===== config.mk =====
export PLATFORM = sky130hd
export DESIGN_NAME = bfxce_core
export DESIGN_NICKNAME = d
export VERILOG_FILES = /design/src/rtl/bfxce_pkg.sv /design/src/rtl/bfxce_core.sv
export VERILOG_INCLUDE_DIRS = /design/src /design/src/rtl
export SDC_FILE = /design/constraint.sdc
export NUM_CORES = 2
export LEC_CHECK = 0
export ABC_AREA = 1
export BUFFER_PORTS_ARGS = -buffer_cell sky130_fd_sc_hd__buf_2
export CORE_MARGIN = 5
export CORE_UTILIZATION = 50
export DETAILED_ROUTE_END_ITERATION = 6
export GPL_ROUTABILITY_DRIVEN = 0
export HOLD_SLACK_MARGIN = 0.05
export PLACE_DENSITY_LB_ADDON = 0.2
export REMOVE_ABC_BUFFERS = 1
export SLEW_MARGIN = 15
export SYNTH_ARGS = -nofsm -noshare
export SYNTH_HDL_FRONTEND = slang
export SYNTH_SLANG_ARGS = --single-unit

===== constraint.sdc =====
create_clock -name core_clk -period 11.97 [get_ports core_clk]
set_input_delay 0.5985 -clock core_clk [delete_from_list [all_inputs] [get_ports core_clk]]
set_output_delay 0.5985 -clock core_clk [all_outputs]
set_load 0.01 [all_outputs]

===== src/rtl/bfxce_map.svh =====
// offsets, field positions, reset values and encodings of the bit-field extract and predicated-execute core
// Function
// - normal mode: width from control bits 17..12, offset from bits 5..0.
// - control word comes from a data or accumulator-middle register, or an immediate.
// - source and destination are each accumulator A or B, one select bit each.
// - both extracts right-align the field, its lowest bit landing at bit 0.
// - signed extract fills bits above the field with the field's top bit.
// - unsigned extract fills bits above the field with zeros.
// - field selection and result use the full 56-bit accumulator.
// - sixteen-bit mode: offset from control bits 13..8, width from bits 21..16.
// - predicated op runs and stores only when condition true; else nothing changes.
// - silent predicated prefix never writes the guarded op's flags.
// - flag-updating prefix writes flags only when the condition is true.
// - prefix word: fixed pattern, 4-bit condition field, guarded opcode below.
`ifndef BFXCE_MAP_SVH
`define BFXCE_MAP_SVH

// ==========================================
// register byte offsets
`define BFXCE_OFS_MODE 8'h00
`define BFXCE_OFS_X0 8'h04
`define BFXCE_OFS_X1 8'h08
`define BFXCE_OFS_Y0 8'h0C
`define BFXCE_OFS_Y1 8'h10
`define BFXCE_OFS_A_LO 8'h14
`define BFXCE_OFS_A_HI 8'h18
`define BFXCE_OFS_B_LO 8'h1C
`define BFXCE_OFS_B_HI 8'h20
`define BFXCE_OFS_CCR 8'h24

// ==========================================
// control word field positions
`define BFXCE_WID_HI 17
`define BFXCE_WID_LO 12
`define BFXCE_OFF_HI 5
`define BFXCE_OFF_LO 0
`define BFXCE_WID16_HI 21
`define BFXCE_WID16_LO 16
`define BFXCE_OFF16_HI 13
`define BFXCE_OFF16_LO 8

// ==========================================
// prefix encoding and sizes
`define BFXCE_PFX_PATTERN 12'h202
`define BFXCE_PFX_HI 23
`define BFXCE_PFX_LO 12
`define BFXCE_CC_HI 11
`define BFXCE_CC_LO 8
`define BFXCE_ACC_BITS 56
`define BFXCE_FULL_WIDTH 6'h38

// ==========================================
// reset values
`define BFXCE_RST_ACC 56'h0
`define BFXCE_RST_DATA 24'h0
`define BFXCE_RST_CCR 8'h00
`define BFXCE_RST_MODE 1'b0

`endif


===== src/rtl/bfxce_pkg.sv =====
// types shared by the bit-field extract and predicated-execute core
package bfxce_pkg;

  // ==========================================
  // operations the pipeline can issue
  typedef enum logic [2:0] {
    OP_NOP,
    OP_EXT_S,
    OP_EXT_U,
    OP_ADD,
    OP_SUB,
    OP_AND,
    OP_OR,
    OP_EOR
  } bfxce_op_t;

  // ==========================================
  // one issued instruction from the decoder
  typedef struct packed {
    logic valid;
    bfxce_op_t op;
    logic useImm;
    logic [2:0] ctrlSel;
    logic [23:0] immCtrl;
    logic srcAcc;
    logic dstAcc;
    logic [1:0] aluSrc;
    logic prefixValid;
    logic predUpdate;
    logic [23:0] prefixWord;
  } bfxce_issue_t;

  // ==========================================
  // condition code register layout, bit 7 down to bit 0
  typedef struct packed {
    logic s;
    logic l;
    logic e;
    logic u;
    logic n;
    logic z;
    logic v;
    logic c;
  } bfxce_ccr_t;

endpackage


===== src/rtl/bfxce_core.sv =====
// bit-field extract and predicated data ALU execution core with APB register access
//
// The implementer's own choices: the address map and the APB slave port.
`timescale 1ns/1ps
`include "bfxce_map.svh"

module bfxce_core (
  // clock and reset
  input wire logic core_clk,
  input wire logic sys_rst,
  // apb slave
  input wire logic psel,
  input wire logic penable,
  input wire logic pwrite,
  input wire logic [7:0] paddr,
  input wire logic [31:0] pwdata,
  output logic [31:0] prdata,
  output logic pready,
  output logic pslverr,
  // instruction issue from the decoder
  input wire bfxce_pkg::bfxce_issue_t issue,
  output logic [3:0] condSel,
  input wire logic condTrue,
  // results toward the pipeline
  output logic resultValid,
  output logic [55:0] resultData,
  output bfxce_pkg::bfxce_ccr_t ccrOut,
  output logic sixteenBitMode
);
  import bfxce_pkg::*;

  // ==========================================
  // state
  logic [55:0] accA_ff;
  logic [55:0] accB_ff;
  logic [23:0] dataX0_ff;
  logic [23:0] dataX1_ff;
  logic [23:0] dataY0_ff;
  logic [23:0] dataY1_ff;
  bfxce_ccr_t ccr_ff;
  logic mode16_ff;
  logic [31:0] rdata_ff;
  logic resValid_ff;
  logic [55:0] resData_ff;

  // ==========================================
  // apb decode; zero wait states, read data latched in the setup cycle
  wire apbSetup = psel && !penable;
  wire apbAccess = psel && penable;
  wire hitMode = (paddr == `BFXCE_OFS_MODE);
  wire hitX0 = (paddr == `BFXCE_OFS_X0);
  wire hitX1 = (paddr == `BFXCE_OFS_X1);
  wire hitY0 = (paddr == `BFXCE_OFS_Y0);
  wire hitY1 = (paddr == `BFXCE_OFS_Y1);
  wire hitALo = (paddr == `BFXCE_OFS_A_LO);
  wire hitAHi = (paddr == `BFXCE_OFS_A_HI);
  wire hitBLo = (paddr == `BFXCE_OFS_B_LO);
  wire hitBHi = (paddr == `BFXCE_OFS_B_HI);
  wire hitCcr = (paddr == `BFXCE_OFS_CCR);
  wire apbHit = hitMode | hitX0 | hitX1 | hitY0 | hitY1 | hitALo | hitAHi | hitBLo | hitBHi | hitCcr;
  wire apbWr = apbAccess && pwrite && apbHit;

  assign pready = 1'b1;
  assign pslverr = apbAccess && !apbHit; // unmapped offsets answer with an error, no effect
  assign prdata = rdata_ff;

  // read mux; narrow registers sit in the low bits, the rest reads zero
  wire [31:0] rdMux =
    hitMode ? {31'h0, mode16_ff} :
    hitX0 ? {8'h0, dataX0_ff} :
    hitX1 ? {8'h0, dataX1_ff} :
    hitY0 ? {8'h0, dataY0_ff} :
    hitY1 ? {8'h0, dataY1_ff} :
    hitALo ? accA_ff[31:0] :
    hitAHi ? {8'h0, accA_ff[55:32]} :
    hitBLo ? accB_ff[31:0] :
    hitBHi ? {8'h0, accB_ff[55:32]} :
    hitCcr ? {24'h0, ccr_ff} : 32'h0;

  // ==========================================
  // prefix decode: pattern in the top bits, condition field, guarded opcode below
  wire pfxMatch = (issue.prefixWord[`BFXCE_PFX_HI:`BFXCE_PFX_LO] == `BFXCE_PFX_PATTERN);
  wire predicated = issue.prefixValid && pfxMatch;
  wire pfxBad = issue.prefixValid && !pfxMatch; // a malformed prefix drops the op
  assign condSel = issue.prefixWord[`BFXCE_CC_HI:`BFXCE_CC_LO];

  // ==========================================
  // control word source: data register, accumulator middle, or immediate
  wire [23:0] ctrlReg =
    (issue.ctrlSel == 3'h0) ? dataX0_ff :
    (issue.ctrlSel == 3'h1) ? dataX1_ff :
    (issue.ctrlSel == 3'h2) ? dataY0_ff :
    (issue.ctrlSel == 3'h3) ? dataY1_ff :
    (issue.ctrlSel == 3'h4) ? accA_ff[47:24] :
    (issue.ctrlSel == 3'h5) ? accB_ff[47:24] : 24'h0;
  wire [23:0] ctrlWord = issue.useImm ? issue.immCtrl : ctrlReg;

  // field position follows the arithmetic mode
  wire [5:0] offNorm = ctrlWord[`BFXCE_OFF_HI:`BFXCE_OFF_LO];
  wire [5:0] widNorm = ctrlWord[`BFXCE_WID_HI:`BFXCE_WID_LO];
  wire [5:0] off16 = ctrlWord[`BFXCE_OFF16_HI:`BFXCE_OFF16_LO];
  wire [5:0] wid16 = ctrlWord[`BFXCE_WID16_HI:`BFXCE_WID16_LO];
  wire [5:0] fldOff = mode16_ff ? off16 : offNorm;
  wire [5:0] fldWid = mode16_ff ? wid16 : widNorm;

  // ==========================================
  // extract datapath over the whole 56-bit source
  wire [55:0] srcVal = issue.srcAcc ? accB_ff : accA_ff;
  wire [55:0] dstVal = issue.dstAcc ? accB_ff : accA_ff;
  wire [55:0] shifted = srcVal >> fldOff;
  wire fullWid = (fldWid >= `BFXCE_FULL_WIDTH);
  wire [55:0] fieldMask = fullWid ? {56{1'b1}} : ~({56{1'b1}} << fldWid);
  wire [55:0] fieldBits = shifted & fieldMask;
  wire [5:0] msbIdx = fldWid - 6'h01;
  // zero width has no top bit; offset+width past 56 is undefined, shifted zeros are taken
  wire signBit = (fldWid == 6'h00) ? 1'b0 : (fullWid ? shifted[55] : shifted[msbIdx]);
  // signed fill bit by bit: inside the field the source bit, above it the field's top bit
  // a zero-width field has no top bit, so the whole word fills with zeros
  wire [55:0] extSigned;
  genvar gb;
  generate
    for (gb = 0; gb < 56; gb++) begin : g_fill
      assign extSigned[gb] = fieldMask[gb] ? shifted[gb] : signBit;
    end
  endgenerate
  wire [55:0] extUnsigned = fieldBits;

  // ==========================================
  // guarded ALU datapath: source register applied at accumulator bits 47..24
  wire [23:0] aluSrcVal =
    (issue.aluSrc == 2'h0) ? dataX0_ff :
    (issue.aluSrc == 2'h1) ? dataX1_ff :
    (issue.aluSrc == 2'h2) ? dataY0_ff : dataY1_ff;
  wire [55:0] addend = {{8{aluSrcVal[23]}}, aluSrcVal, 24'h0};
  wire [56:0] sumWide = {1'b0, dstVal} + {1'b0, addend};
  wire [56:0] difWide = {1'b0, dstVal} - {1'b0, addend};
  wire sumOvf = (dstVal[55] == addend[55]) && (sumWide[55] != dstVal[55]);
  wire difOvf = (dstVal[55] != addend[55]) && (difWide[55] != dstVal[55]);
  wire [23:0] midAnd = dstVal[47:24] & aluSrcVal;
  wire [23:0] midOr = dstVal[47:24] | aluSrcVal;
  wire [23:0] midEor = dstVal[47:24] ^ aluSrcVal;
  wire isLogic = (issue.op == OP_AND) || (issue.op == OP_OR) || (issue.op == OP_EOR);

  // result select
  logic [55:0] aluRes;
  always_comb begin
    case (issue.op)
      OP_EXT_S: aluRes = extSigned;
      OP_EXT_U: aluRes = extUnsigned;
      OP_ADD: aluRes = sumWide[55:0];
      OP_SUB: aluRes = difWide[55:0];
      OP_AND: aluRes = {dstVal[55:48], midAnd, dstVal[23:0]};
      OP_OR: aluRes = {dstVal[55:48], midOr, dstVal[23:0]};
      OP_EOR: aluRes = {dstVal[55:48], midEor, dstVal[23:0]};
      default: aluRes = dstVal;
    endcase
  end

  // ==========================================
  // flags the operation produces; scaling and limit bits are left as they stand
  wire topAllOne = &aluRes[55:47];
  wire topAllZero = ~|aluRes[55:47];
  logic [7:0] newFlags;
  bfxce_ccr_t flagCalc;
  always_comb begin
    flagCalc = ccr_ff;
    flagCalc.e = !(topAllOne || topAllZero);
    flagCalc.u = (aluRes[47] == aluRes[46]);
    flagCalc.n = aluRes[55];
    flagCalc.z = (aluRes == 56'h0);
    case (issue.op)
      OP_EXT_S, OP_EXT_U: begin
        flagCalc.v = 1'b0;
        flagCalc.c = 1'b0;
      end
      OP_ADD: begin
        flagCalc.v = sumOvf;
        flagCalc.c = sumWide[56];
      end
      OP_SUB: begin
        flagCalc.v = difOvf;
        flagCalc.c = difWide[56];
      end
      default: begin
        flagCalc.v = 1'b0;
      end
    endcase
    // logical ops report on the middle word only and keep carry
    if (isLogic) begin
      flagCalc.e = ccr_ff.e;
      flagCalc.u = ccr_ff.u;
      flagCalc.n = aluRes[47];
      flagCalc.z = (aluRes[47:24] == 24'h0);
    end
    newFlags = flagCalc;
  end

  // ==========================================
  // commit: a false predicate leaves accumulators and flags untouched
  wire opReal = issue.valid && (issue.op != OP_NOP) && !pfxBad;
  wire execOk = opReal && (!predicated || condTrue);
  wire wrDst = execOk;
  // silent prefix never writes flags; the updating one only on a true condition
  wire wrFlags = execOk && (!predicated || issue.predUpdate);
  wire wrA = wrDst && !issue.dstAcc;
  wire wrB = wrDst && issue.dstAcc;

  assign resultValid = resValid_ff;
  assign resultData = resData_ff;
  assign ccrOut = ccr_ff;
  assign sixteenBitMode = mode16_ff;

  // ==========================================
  // bus write strobes, one per register
  wire wrALo = apbWr && hitALo;
  wire wrAHi = apbWr && hitAHi;
  wire wrBLo = apbWr && hitBLo;
  wire wrBHi = apbWr && hitBHi;
  wire wrCcrBus = apbWr && hitCcr;
  wire wrModeBus = apbWr && hitMode;
  wire [3:0] wrDataBus = {apbWr && hitY1, apbWr && hitY0, apbWr && hitX1, apbWr && hitX0};

  // ==========================================
  // next values; an executing op wins over a bus write to the same register
  // because the pipeline has no way to stall and retry a lost result
  // the two accumulator halves take bus writes independently
  wire [55:0] accABus = {wrAHi ? pwdata[23:0] : accA_ff[55:32], wrALo ? pwdata : accA_ff[31:0]};
  wire [55:0] accBBus = {wrBHi ? pwdata[23:0] : accB_ff[55:32], wrBLo ? pwdata : accB_ff[31:0]};
  wire [55:0] nxt_accA = wrA ? aluRes : accABus;
  wire [55:0] nxt_accB = wrB ? aluRes : accBBus;
  // flags from an op win; software must not rewrite the flags while ops are issued
  wire [7:0] nxt_ccr = wrFlags ? newFlags : (wrCcrBus ? pwdata[7:0] : ccr_ff);
  // data registers and mode are written by software only
  wire [23:0] nxt_dataX0 = wrDataBus[0] ? pwdata[23:0] : dataX0_ff;
  wire [23:0] nxt_dataX1 = wrDataBus[1] ? pwdata[23:0] : dataX1_ff;
  wire [23:0] nxt_dataY0 = wrDataBus[2] ? pwdata[23:0] : dataY0_ff;
  wire [23:0] nxt_dataY1 = wrDataBus[3] ? pwdata[23:0] : dataY1_ff;
  wire nxt_mode16 = wrModeBus ? pwdata[0] : mode16_ff;
  // read data captured at setup so it stands registered through the access cycle
  wire [31:0] nxt_rdata = apbSetup ? rdMux : rdata_ff;
  // result strobe follows each committed destination write; the data holds between
  wire nxt_resValid = wrDst;
  wire [55:0] nxt_resData = wrDst ? aluRes : resData_ff;

  // ==========================================
  // accumulator A
  always_ff @(posedge core_clk or posedge sys_rst) begin
    if (sys_rst) begin
      accA_ff <= `BFXCE_RST_ACC;
    end else begin
      accA_ff <= nxt_accA;
    end
  end

  // accumulator B
  always_ff @(posedge core_clk or posedge sys_rst) begin
    if (sys_rst) begin
      accB_ff <= `BFXCE_RST_ACC;
    end else begin
      accB_ff <= nxt_accB;
    end
  end

  // condition codes
  always_ff @(posedge core_clk or posedge sys_rst) begin
    if (sys_rst) begin
      ccr_ff <= `BFXCE_RST_CCR;
    end else begin
      ccr_ff <= nxt_ccr;
    end
  end

  // ==========================================
  // software-only registers
  // data register X0
  always_ff @(posedge core_clk or posedge sys_rst) begin
    if (sys_rst) begin
      dataX0_ff <= `BFXCE_RST_DATA;
    end else begin
      dataX0_ff <= nxt_dataX0;
    end
  end

  // data register X1
  always_ff @(posedge core_clk or posedge sys_rst) begin
    if (sys_rst) begin
      dataX1_ff <= `BFXCE_RST_DATA;
    end else begin
      dataX1_ff <= nxt_dataX1;
    end
  end

  // data register Y0
  always_ff @(posedge core_clk or posedge sys_rst) begin
    if (sys_rst) begin
      dataY0_ff <= `BFXCE_RST_DATA;
    end else begin
      dataY0_ff <= nxt_dataY0;
    end
  end

  // data register Y1
  always_ff @(posedge core_clk or posedge sys_rst) begin
    if (sys_rst) begin
      dataY1_ff <= `BFXCE_RST_DATA;
    end else begin
      dataY1_ff <= nxt_dataY1;
    end
  end

  // sixteen-bit mode bit
  always_ff @(posedge core_clk or posedge sys_rst) begin
    if (sys_rst) begin
      mode16_ff <= `BFXCE_RST_MODE;
    end else begin
      mode16_ff <= nxt_mode16;
    end
  end

  // ==========================================
  // bus read and result registers
  // read data
  always_ff @(posedge core_clk or posedge sys_rst) begin
    if (sys_rst) begin
      rdata_ff <= 32'h0;
    end else begin
      rdata_ff <= nxt_rdata;
    end
  end

  // result strobe
  always_ff @(posedge core_clk or posedge sys_rst) begin
    if (sys_rst) begin
      resValid_ff <= 1'b0;
    end else begin
      resValid_ff <= nxt_resValid;
    end
  end

  // result data
  always_ff @(posedge core_clk or posedge sys_rst) begin
    if (sys_rst) begin
      resData_ff <= `BFXCE_RST_ACC;
    end else begin
      resData_ff <= nxt_resData;
    end
  end

endmodule


Word-level counts from Yosys, hierarchy flattened
Index checks and enable logic that the tools add are counted.
{"block": "word_totals", "input_bits": 108, "reg_bits": 306, "out_inout_bits": 104}
{"block": "classes", "shifts": 2, "n_mux": 97, "n_reduce_logical": 56, "bitwise_logic": 15, "add_sub_neg": 3, "n_eq_ne": 31, "n_lt_le_gt_ge": 2}
{"operator": "$pmux W56 S7", "count": 1}
{"operator": "$mux W32", "count": 10}
{"operator": "$mux W56", "count": 5}
{"operator": "$mux W22", "count": 7}
{"operator": "$mux W24", "count": 6}
{"operator": "$mux W1", "count": 59}
{"operator": "$add A56 B56 Y57", "count": 1}
{"operator": "$sub A56 B56 Y57", "count": 1}
{"operator": "$and A56 B56 Y56", "count": 1}
{"operator": "$logic_not A56 Y1", "count": 1}
{"operator": "$not A56 Y56", "count": 1}
{"operator": "$shl A56 B6 Y56 const A", "count": 1}
{"operator": "$shr A56 B6 Y56", "count": 1}
{"operator": "$eq A8 B5 Y1 const B", "count": 4}
{"operator": "$logic_and A1 B1 Y1", "count": 25}
{"operator": "$and A24 B24 Y24", "count": 1}
{"operator": "$logic_not A24 Y1", "count": 1}
{"operator": "$mux W6", "count": 4}
{"operator": "$or A24 B24 Y24", "count": 1}
{"operator": "$xor A24 B24 Y24", "count": 1}
{"operator": "$eq A3 B3 Y1 const B", "count": 6}
{"operator": "$eq A8 B4 Y1 const B", "count": 2}
{"operator": "$eq A8 B6 Y1 const B", "count": 2}
{"operator": "$eq A12 B10 Y1 const B", "count": 1}
{"operator": "other kinds (31)", "count": 63}

Logic depth before layout (Yosys ltp)
{"block": "logic_depth", "depth_word": 22, "depth_mapped": 42, "depth_no_buf": 39}

Worst setup path after synthesis
Ideal clock, no wire load.
{"block": "synth_timing", "kind": "in2reg", "from": "input issue[28] in the netlist's numbering", "to": "register ccr_ff, in the netlist ccrOut[2]", "setup_time_ns": 0.065, "n_path_buf": 4, "path_stages": 39, "path_slack_ns": 6.494, "t_arrival_ns": 5.411, "required_time_ns": 11.905, "cell_sequence": "clkbuf_1 clkbuf_1 clkbuf_1 buf_1 nand2_1 o21ai_0 inv_1 ha_1 nand3_1 nand2_1 nand2_1 nand2_1 a21oi_1 nor2_1 nor2_1 o21bai_1 inv_1 nor2_1 (+3 left out) o21ai_0 a21oi_1 o21ai_0 nand2_1 nand2_1 nand2_1 nand3_1 nand4_1 nor2_1 nand2_1 nand2_1 ha_1 nand3_1 nor2_1 nand3_1 nor2_1 nand2_1 nand2_1"}
{"block": "synth_between", "elab_chain_cells": 6, "word_cells_on_any_way": 11, "cone_classes": "2 x add/sub; 4 x mux; 3 x bitwise; 2 x reduce/logical"}
{"item": "start, declared", "line": "bfxce_core.sv:21", "source": "input wire bfxce_pkg::bfxce_issue_t issue,"}
{"item": "$mux W56 (*)", "line": "bfxce_core.sv:109", "source": "wire [55:0] dstVal = issue.dstAcc ? accB_ff : accA_ff;"}
{"item": "$sub A56 B56 Y57, or another cell as far along", "line": "bfxce_core.sv:136", "source": "wire [56:0] difWide = {1'b0, dstVal} - {1'b0, addend};"}
{"item": "$pmux W56 S7 (*)", "line": "bfxce_core.sv:147", "source": "case (issue.op)"}
{"item": "$logic_not A56 Y1 / $logic_not A24 Y1 (equally long branches)", "line": "bfxce_core.sv:170, bfxce_core.sv:193"}
{"item": "$mux W4 (*)", "line": "bfxce_core.sv:189", "source": "if (isLogic) begin"}
{"item": "$mux W6 (*)", "line": "bfxce_core.sv:232", "source": "wire [7:0] nxt_ccr = wrFlags ? newFlags : (wrCcrBus ? pwdata[7:0] : ccr_ff);"}
{"item": "end signal, assigned", "line": "bfxce_core.sv:267", "source": "ccr_ff <= `BFXCE_RST_CCR;"}
{"item": "end signal, assigned", "line": "bfxce_core.sv:269", "source": "ccr_ff <= nxt_ccr;"}
{"item": "end, declared", "line": "bfxce_core.sv:40", "source": "bfxce_ccr_t ccr_ff;"}
Every way passes the cells marked *; elsewhere a longest branch is shown, timed or not. The select of a mux whose other input is x is not followed.
A chain may end at the register's enable or synchronous reset.

Final worst setup path
{"block": "layout_timing", "from": "input issue[54] in the netlist's numbering", "to": "register ccr_ff, in the netlist ccrOut[2]"}
{"block": "layout_between", "elab_chain_cells": 19, "word_cells_on_any_way": 88, "cone_classes": "1 x add/sub; 1 x order compare; 5 x eq/ne; 2 x shift; 73 x mux; 2 x bitwise; 4 x reduce/logical"}
{"item": "$eq A3 B3 Y1", "line": "bfxce_core.sv:95", "source": "(issue.ctrlSel == 3'h5) ? accB_ff[47:24] : 24'h0;"}
{"item": "$mux W22", "line": "bfxce_core.sv:95"}
{"item": "$mux W22", "line": "bfxce_core.sv:94", "source": "(issue.ctrlSel == 3'h4) ? accA_ff[47:24] :"}
{"item": "$mux W22", "line": "bfxce_core.sv:93", "source": "(issue.ctrlSel == 3'h3) ? dataY1_ff :"}
{"item": "$mux W22", "line": "bfxce_core.sv:92", "source": "(issue.ctrlSel == 3'h2) ? dataY0_ff :"}
{"item": "$mux W22", "line": "bfxce_core.sv:91", "source": "(issue.ctrlSel == 3'h1) ? dataX1_ff :"}
{"item": "$mux W22 (*)", "line": "bfxce_core.sv:90", "source": "(issue.ctrlSel == 3'h0) ? dataX0_ff :"}
{"item": "$mux W22 (*)", "line": "bfxce_core.sv:96", "source": "wire [23:0] ctrlWord = issue.useImm ? issue.immCtrl : ctrlReg;"}
{"item": "(+2 left out)"}
{"item": "$bmux W1 S6", "line": "bfxce_core.sv:116", "source": "wire signBit = (fldWid == 6'h00) ? 1'b0 : (fullWid ? shifted[55] : shifted[msbIdx]);"}
{"item": "$mux W1 (implied by the code)", "line": "bfxce_core.sv:116"}
{"item": "$mux W1 (2 in a row)", "line": "bfxce_core.sv:116"}
{"item": "$mux W1", "line": "bfxce_core.sv:123", "source": "assign extSigned[gb] = fieldMask[gb] ? shifted[gb] : signBit;"}
{"item": "$pmux W56 S7 (*)", "line": "bfxce_core.sv:147"}
{"item": "$logic_not A56 Y1 / $logic_not A24 Y1 (equally long branches)", "line": "bfxce_core.sv:170, bfxce_core.sv:193"}
{"item": "$mux W4 (*)", "line": "bfxce_core.sv:189"}
{"item": "$mux W6 (*)", "line": "bfxce_core.sv:232"}
Marked as above.

==> results.yml <==
outcome:
  status: "finished, violations left"
  violations: "design-rule violations"
setup_path:
  required_ns: 12.46
  start_kind: "input pin"
  crit_type: "in -> reg"
  r2r_start: "sixteenBitMode"
  cp_slowest_stage_delay_ns: 0.95
  path_buf_inv: 3
  r2r_end: "ccrOut[2]"
  path_max_fanout: 71
  reg2reg_depth: 29
  r2r_slack_ns: 4.34
  arrival_ns: 8.59
  cp-end-kind: "register"
  cpMaxStageDelayCell: "clkinv_2"
  critPathTopFamily: "simple AND/OR/NAND/NOR gates"
global_route:
  grt_overflow: 0
  grt_usage_pct: 39.3
  grt_max_degree: 117
  grt_pass1_wl_um: 191000
  grt_pass1_vias: 30600
  antenna_found_initial: 4
floorplanning:
  io_pins: 212
  dieArea_um2: 62000
  core_area_um2: 56500
  die_y_um: 249
  die_w_um: 249
  rows: 87
  initial_core_util_pct: 50.6
clocking:
  path_clk_slew_ns: 0.06
  cts-root-buf: "clkbuf_16"
  post_cts_resized: 0
  clock_latency_ns: 0.58
  cts_hold_buf: 0
  cts.sinks: 306
  cts_tree: "yes"
  htreeDepth: 2
  cts_buffers: 36
  cts_setup_buffers: 0
  cts_max_path_buffers: 3
timing:
  finalSetupTns_ns: 0
  final_max_slew_viol_count: 0
  fmax_ghz: 0.123
  min_period_over_period_pct: 67.7
  hold_violations: 0
  fin_skew_ns: 0.0413
  period_minus_slack_ns: 8.10
  rsz0062_at_grt: "no"
  setup_viol_count_final: 0
  tightest_slew_ns: 1.41
  slew_headroom_pct: 4.78
synthesis:
  ys_seq_area_share_pct: 26.8
  syn_inst: 4599
  async_reset_ff_share_pct: 100
  ys_ff_latch: 306
  syn_area_um2: 28600
  yosysUniqueCellTypes: 61
  synth_flop_cell: "dfrtp_1"
  synth-warning-count: 0
  synth_edf_count: 0
  syn_avg_cell_area_um2: 6.21
placement:
  io_buffers: 190
  hpwl_um: 97000
finish:
  syn_to_final_growth_pct: 8.11
  nets: 4799
  final_util_pct: 54.7
  drive_gt1_share_pct: 8.54
pwr:
  ir_worst_vdd_mv: 0.131
  p_leak_nw: 15.0
  p_per_area_nw_per_um2: 150
route:
  vias_per_cell: 6.40
  post-route-drc-count: 5
  drt.antenna.violating_nets: 0
  drt-total-wl_um: 130000
  first_pass_iters: 7
  dr_total_vias: 34500
  wl_per_cell_um: 24.2
  drtIter0Drc: 5847
flow_run:
  maxCapViolCount: 0
min_path:
  worstHoldPathType: "in -> async"
[layer usage]
metal	wire (um)	vias to the layer above	global-route usage (%)
met3	19200	605	13.1
li1	-	15600	-
met4	11600	6	25.4
met1	47100	15700	50.7
met5	34	-	0
met2	52000	2624	56.4
[synth_stat cells, types with 3 or more instances]
library cell / instances / share of area (%)
o21bai_1: 5 / 0.13
inv_2: 21 / 0.28
a22oi_1: 13 / 0.34
o221ai_1: 119 / 3.6
nor3_1: 34 / 0.60
o32ai_1: 3 / 0.092
a31oi_1: 10 / 0.22
o21ai_0: 537 / 9.4
ha_1: 93 / 4.1
inv_1: 474 / 6.2
clkbuf_1: 198 / 2.6
nand3_2: 4 / 0.14
nor2_2: 9 / 0.20
nand4_1: 41 / 0.90
xor2_1: 13 / 0.40
nand3b_1: 15 / 0.39
o2111ai_1: 11 / 0.34
nand2_2: 10 / 0.22
nor4_1: 12 / 0.26
clkinv_1: 9 / 0.12
nand2_1: 1202 / 16
a211oi_1: 12 / 0.32
nor2_1: 282 / 3.7
and2_1: 4 / 0.088
o211ai_1: 62 / 1.6
buf_1: 9 / 0.12
a221oi_1: 16 / 0.49
a21oi_1: 246 / 4.3
a21boi_0: 4 / 0.11
a2111oi_0: 6 / 0.18
o22ai_1: 56 / 1.2
or2_2: 11 / 0.24
buf_4: 25 / 0.66
o21a_1: 39 / 1.0
o21ai_1: 28 / 0.49
o31ai_1: 4 / 0.11
a21boi_1: 3 / 0.079
buf_6: 6 / 0.24
nand3_1: 565 / 9.9
dfrtp_1: 306 / 27
buf_2: 57 / 1.0
[cell type report]
class	instances	area (um2)
clock inverters	13	139
flip-flops and latches	306	7660
multi-input cells	3494	17800
diodes	1	2.50
repair buffers	254	1430
clock buffers	53	1050
fillers	5799	25600
well taps	756	946
inverters	504	1900
[registers in the layout, indices dropped and copies added, names as in the netlist]
signal          count
prdata             32
resultData         56
sixteenBitMode      1
dataY1_ff          24
dataX0_ff          24
resultValid         1
accB_ff            56
dataX1_ff          24
dataY0_ff          24
ccrOut              8
accA_ff            56
[how the worst max path moves through the flow]
| stage | start | to | slack [ns] | cells past startpoint |
|---|---|---|---|---|
| floorplan | sys_rst | accA_ff[0] | 2.91 | 1 |
| global placement | issue[27] | ccrOut[2] | 4.19 | 41 |
| detailed placement | issue[27] | ccrOut[2] | 4.10 | 41 |
| CTS | issue[27] | ccrOut[2] | 4.63 | 41 |
| global route | issue[54] | ccrOut[2] | 3.75 | 33 |
| finish | issue[54] | ccrOut[2] | 3.87 | 33 |
[per-stage QoR]
| stage | total power, mW | hold WS [ns] | cell area [um2] | instances | setup WS (ns) |
|---|---|---|---|---|---|
| 6_report | 4.64 | 0.162 | 30900 | 5381 | 3.87 |
| 5_1_grt | 4.85 | 0.256 | 30900 | 5380 | 3.75 |
| 4_1_cts | 4.52 | 0.237 | 30900 | 5380 | 4.63 |
| 3_5_place_dp | 3.41 | 0.458 | 29700 | 5314 | 4.10 |
| 3_3_place_gp | 3.39 | 0.452 | 29700 | 5314 | 4.19 |
| 2_1_floorplan | 2.62 | 0.453 | 27300 | 4304 | 2.91 |
[layout by cell type (no fill, tap or decap), types with 5 or more instances in the layout]
cell,instances
ha_1,93
nand4_1,41
a21oi_1,246
dfrtp_1,306
o221ai_1,119
o2111ai_1,11
inv_1,471
a211oi_1,12
buf_2,190
nand2_1,1199
clkbuf_16,36
clkinv_1,9
o211ai_1,62
a2111oi_0,6
o22ai_1,56
inv_2,22
nor2_2,13
clkbuf_1,8
a22oi_1,13
o21ai_0,536
nand3_1,564
o21bai_1,5
nand2_2,13
or2_2,11
nand3b_1,15
a221oi_1,16
xor2_1,13
o21ai_1,29
o21a_1,39
clkinv_2,6
buf_4,64
nor4_1,12
a31oi_1,10
nor3_1,31
clkbuf_8,9
nor2_1,277
[where the power goes]
part	leakage [nW]	internal, mW	switching, mW
sequential	3.92	1.19	0.133
combinational	10.5	0.610	1.59
clock	0.586	0.641	0.480
total	15.0	2.44	2.20
[cell families (layout without fill, tap and decap cells)]
logic type	count (synthesis)	in the layout	synth area share (%)
other cells	1	2	0.0131
simple gates	2199	2199	32.8
buf+inv	799	824	11.2
xor+xnor	14	14	0.455
flops	306	306	26.8
fa+ha+maj	95	95	4.21
mux	1	1	0.0350
compound gates	1184	1184	24.5
No activity file was read; power rests on OpenSTA's default activity.
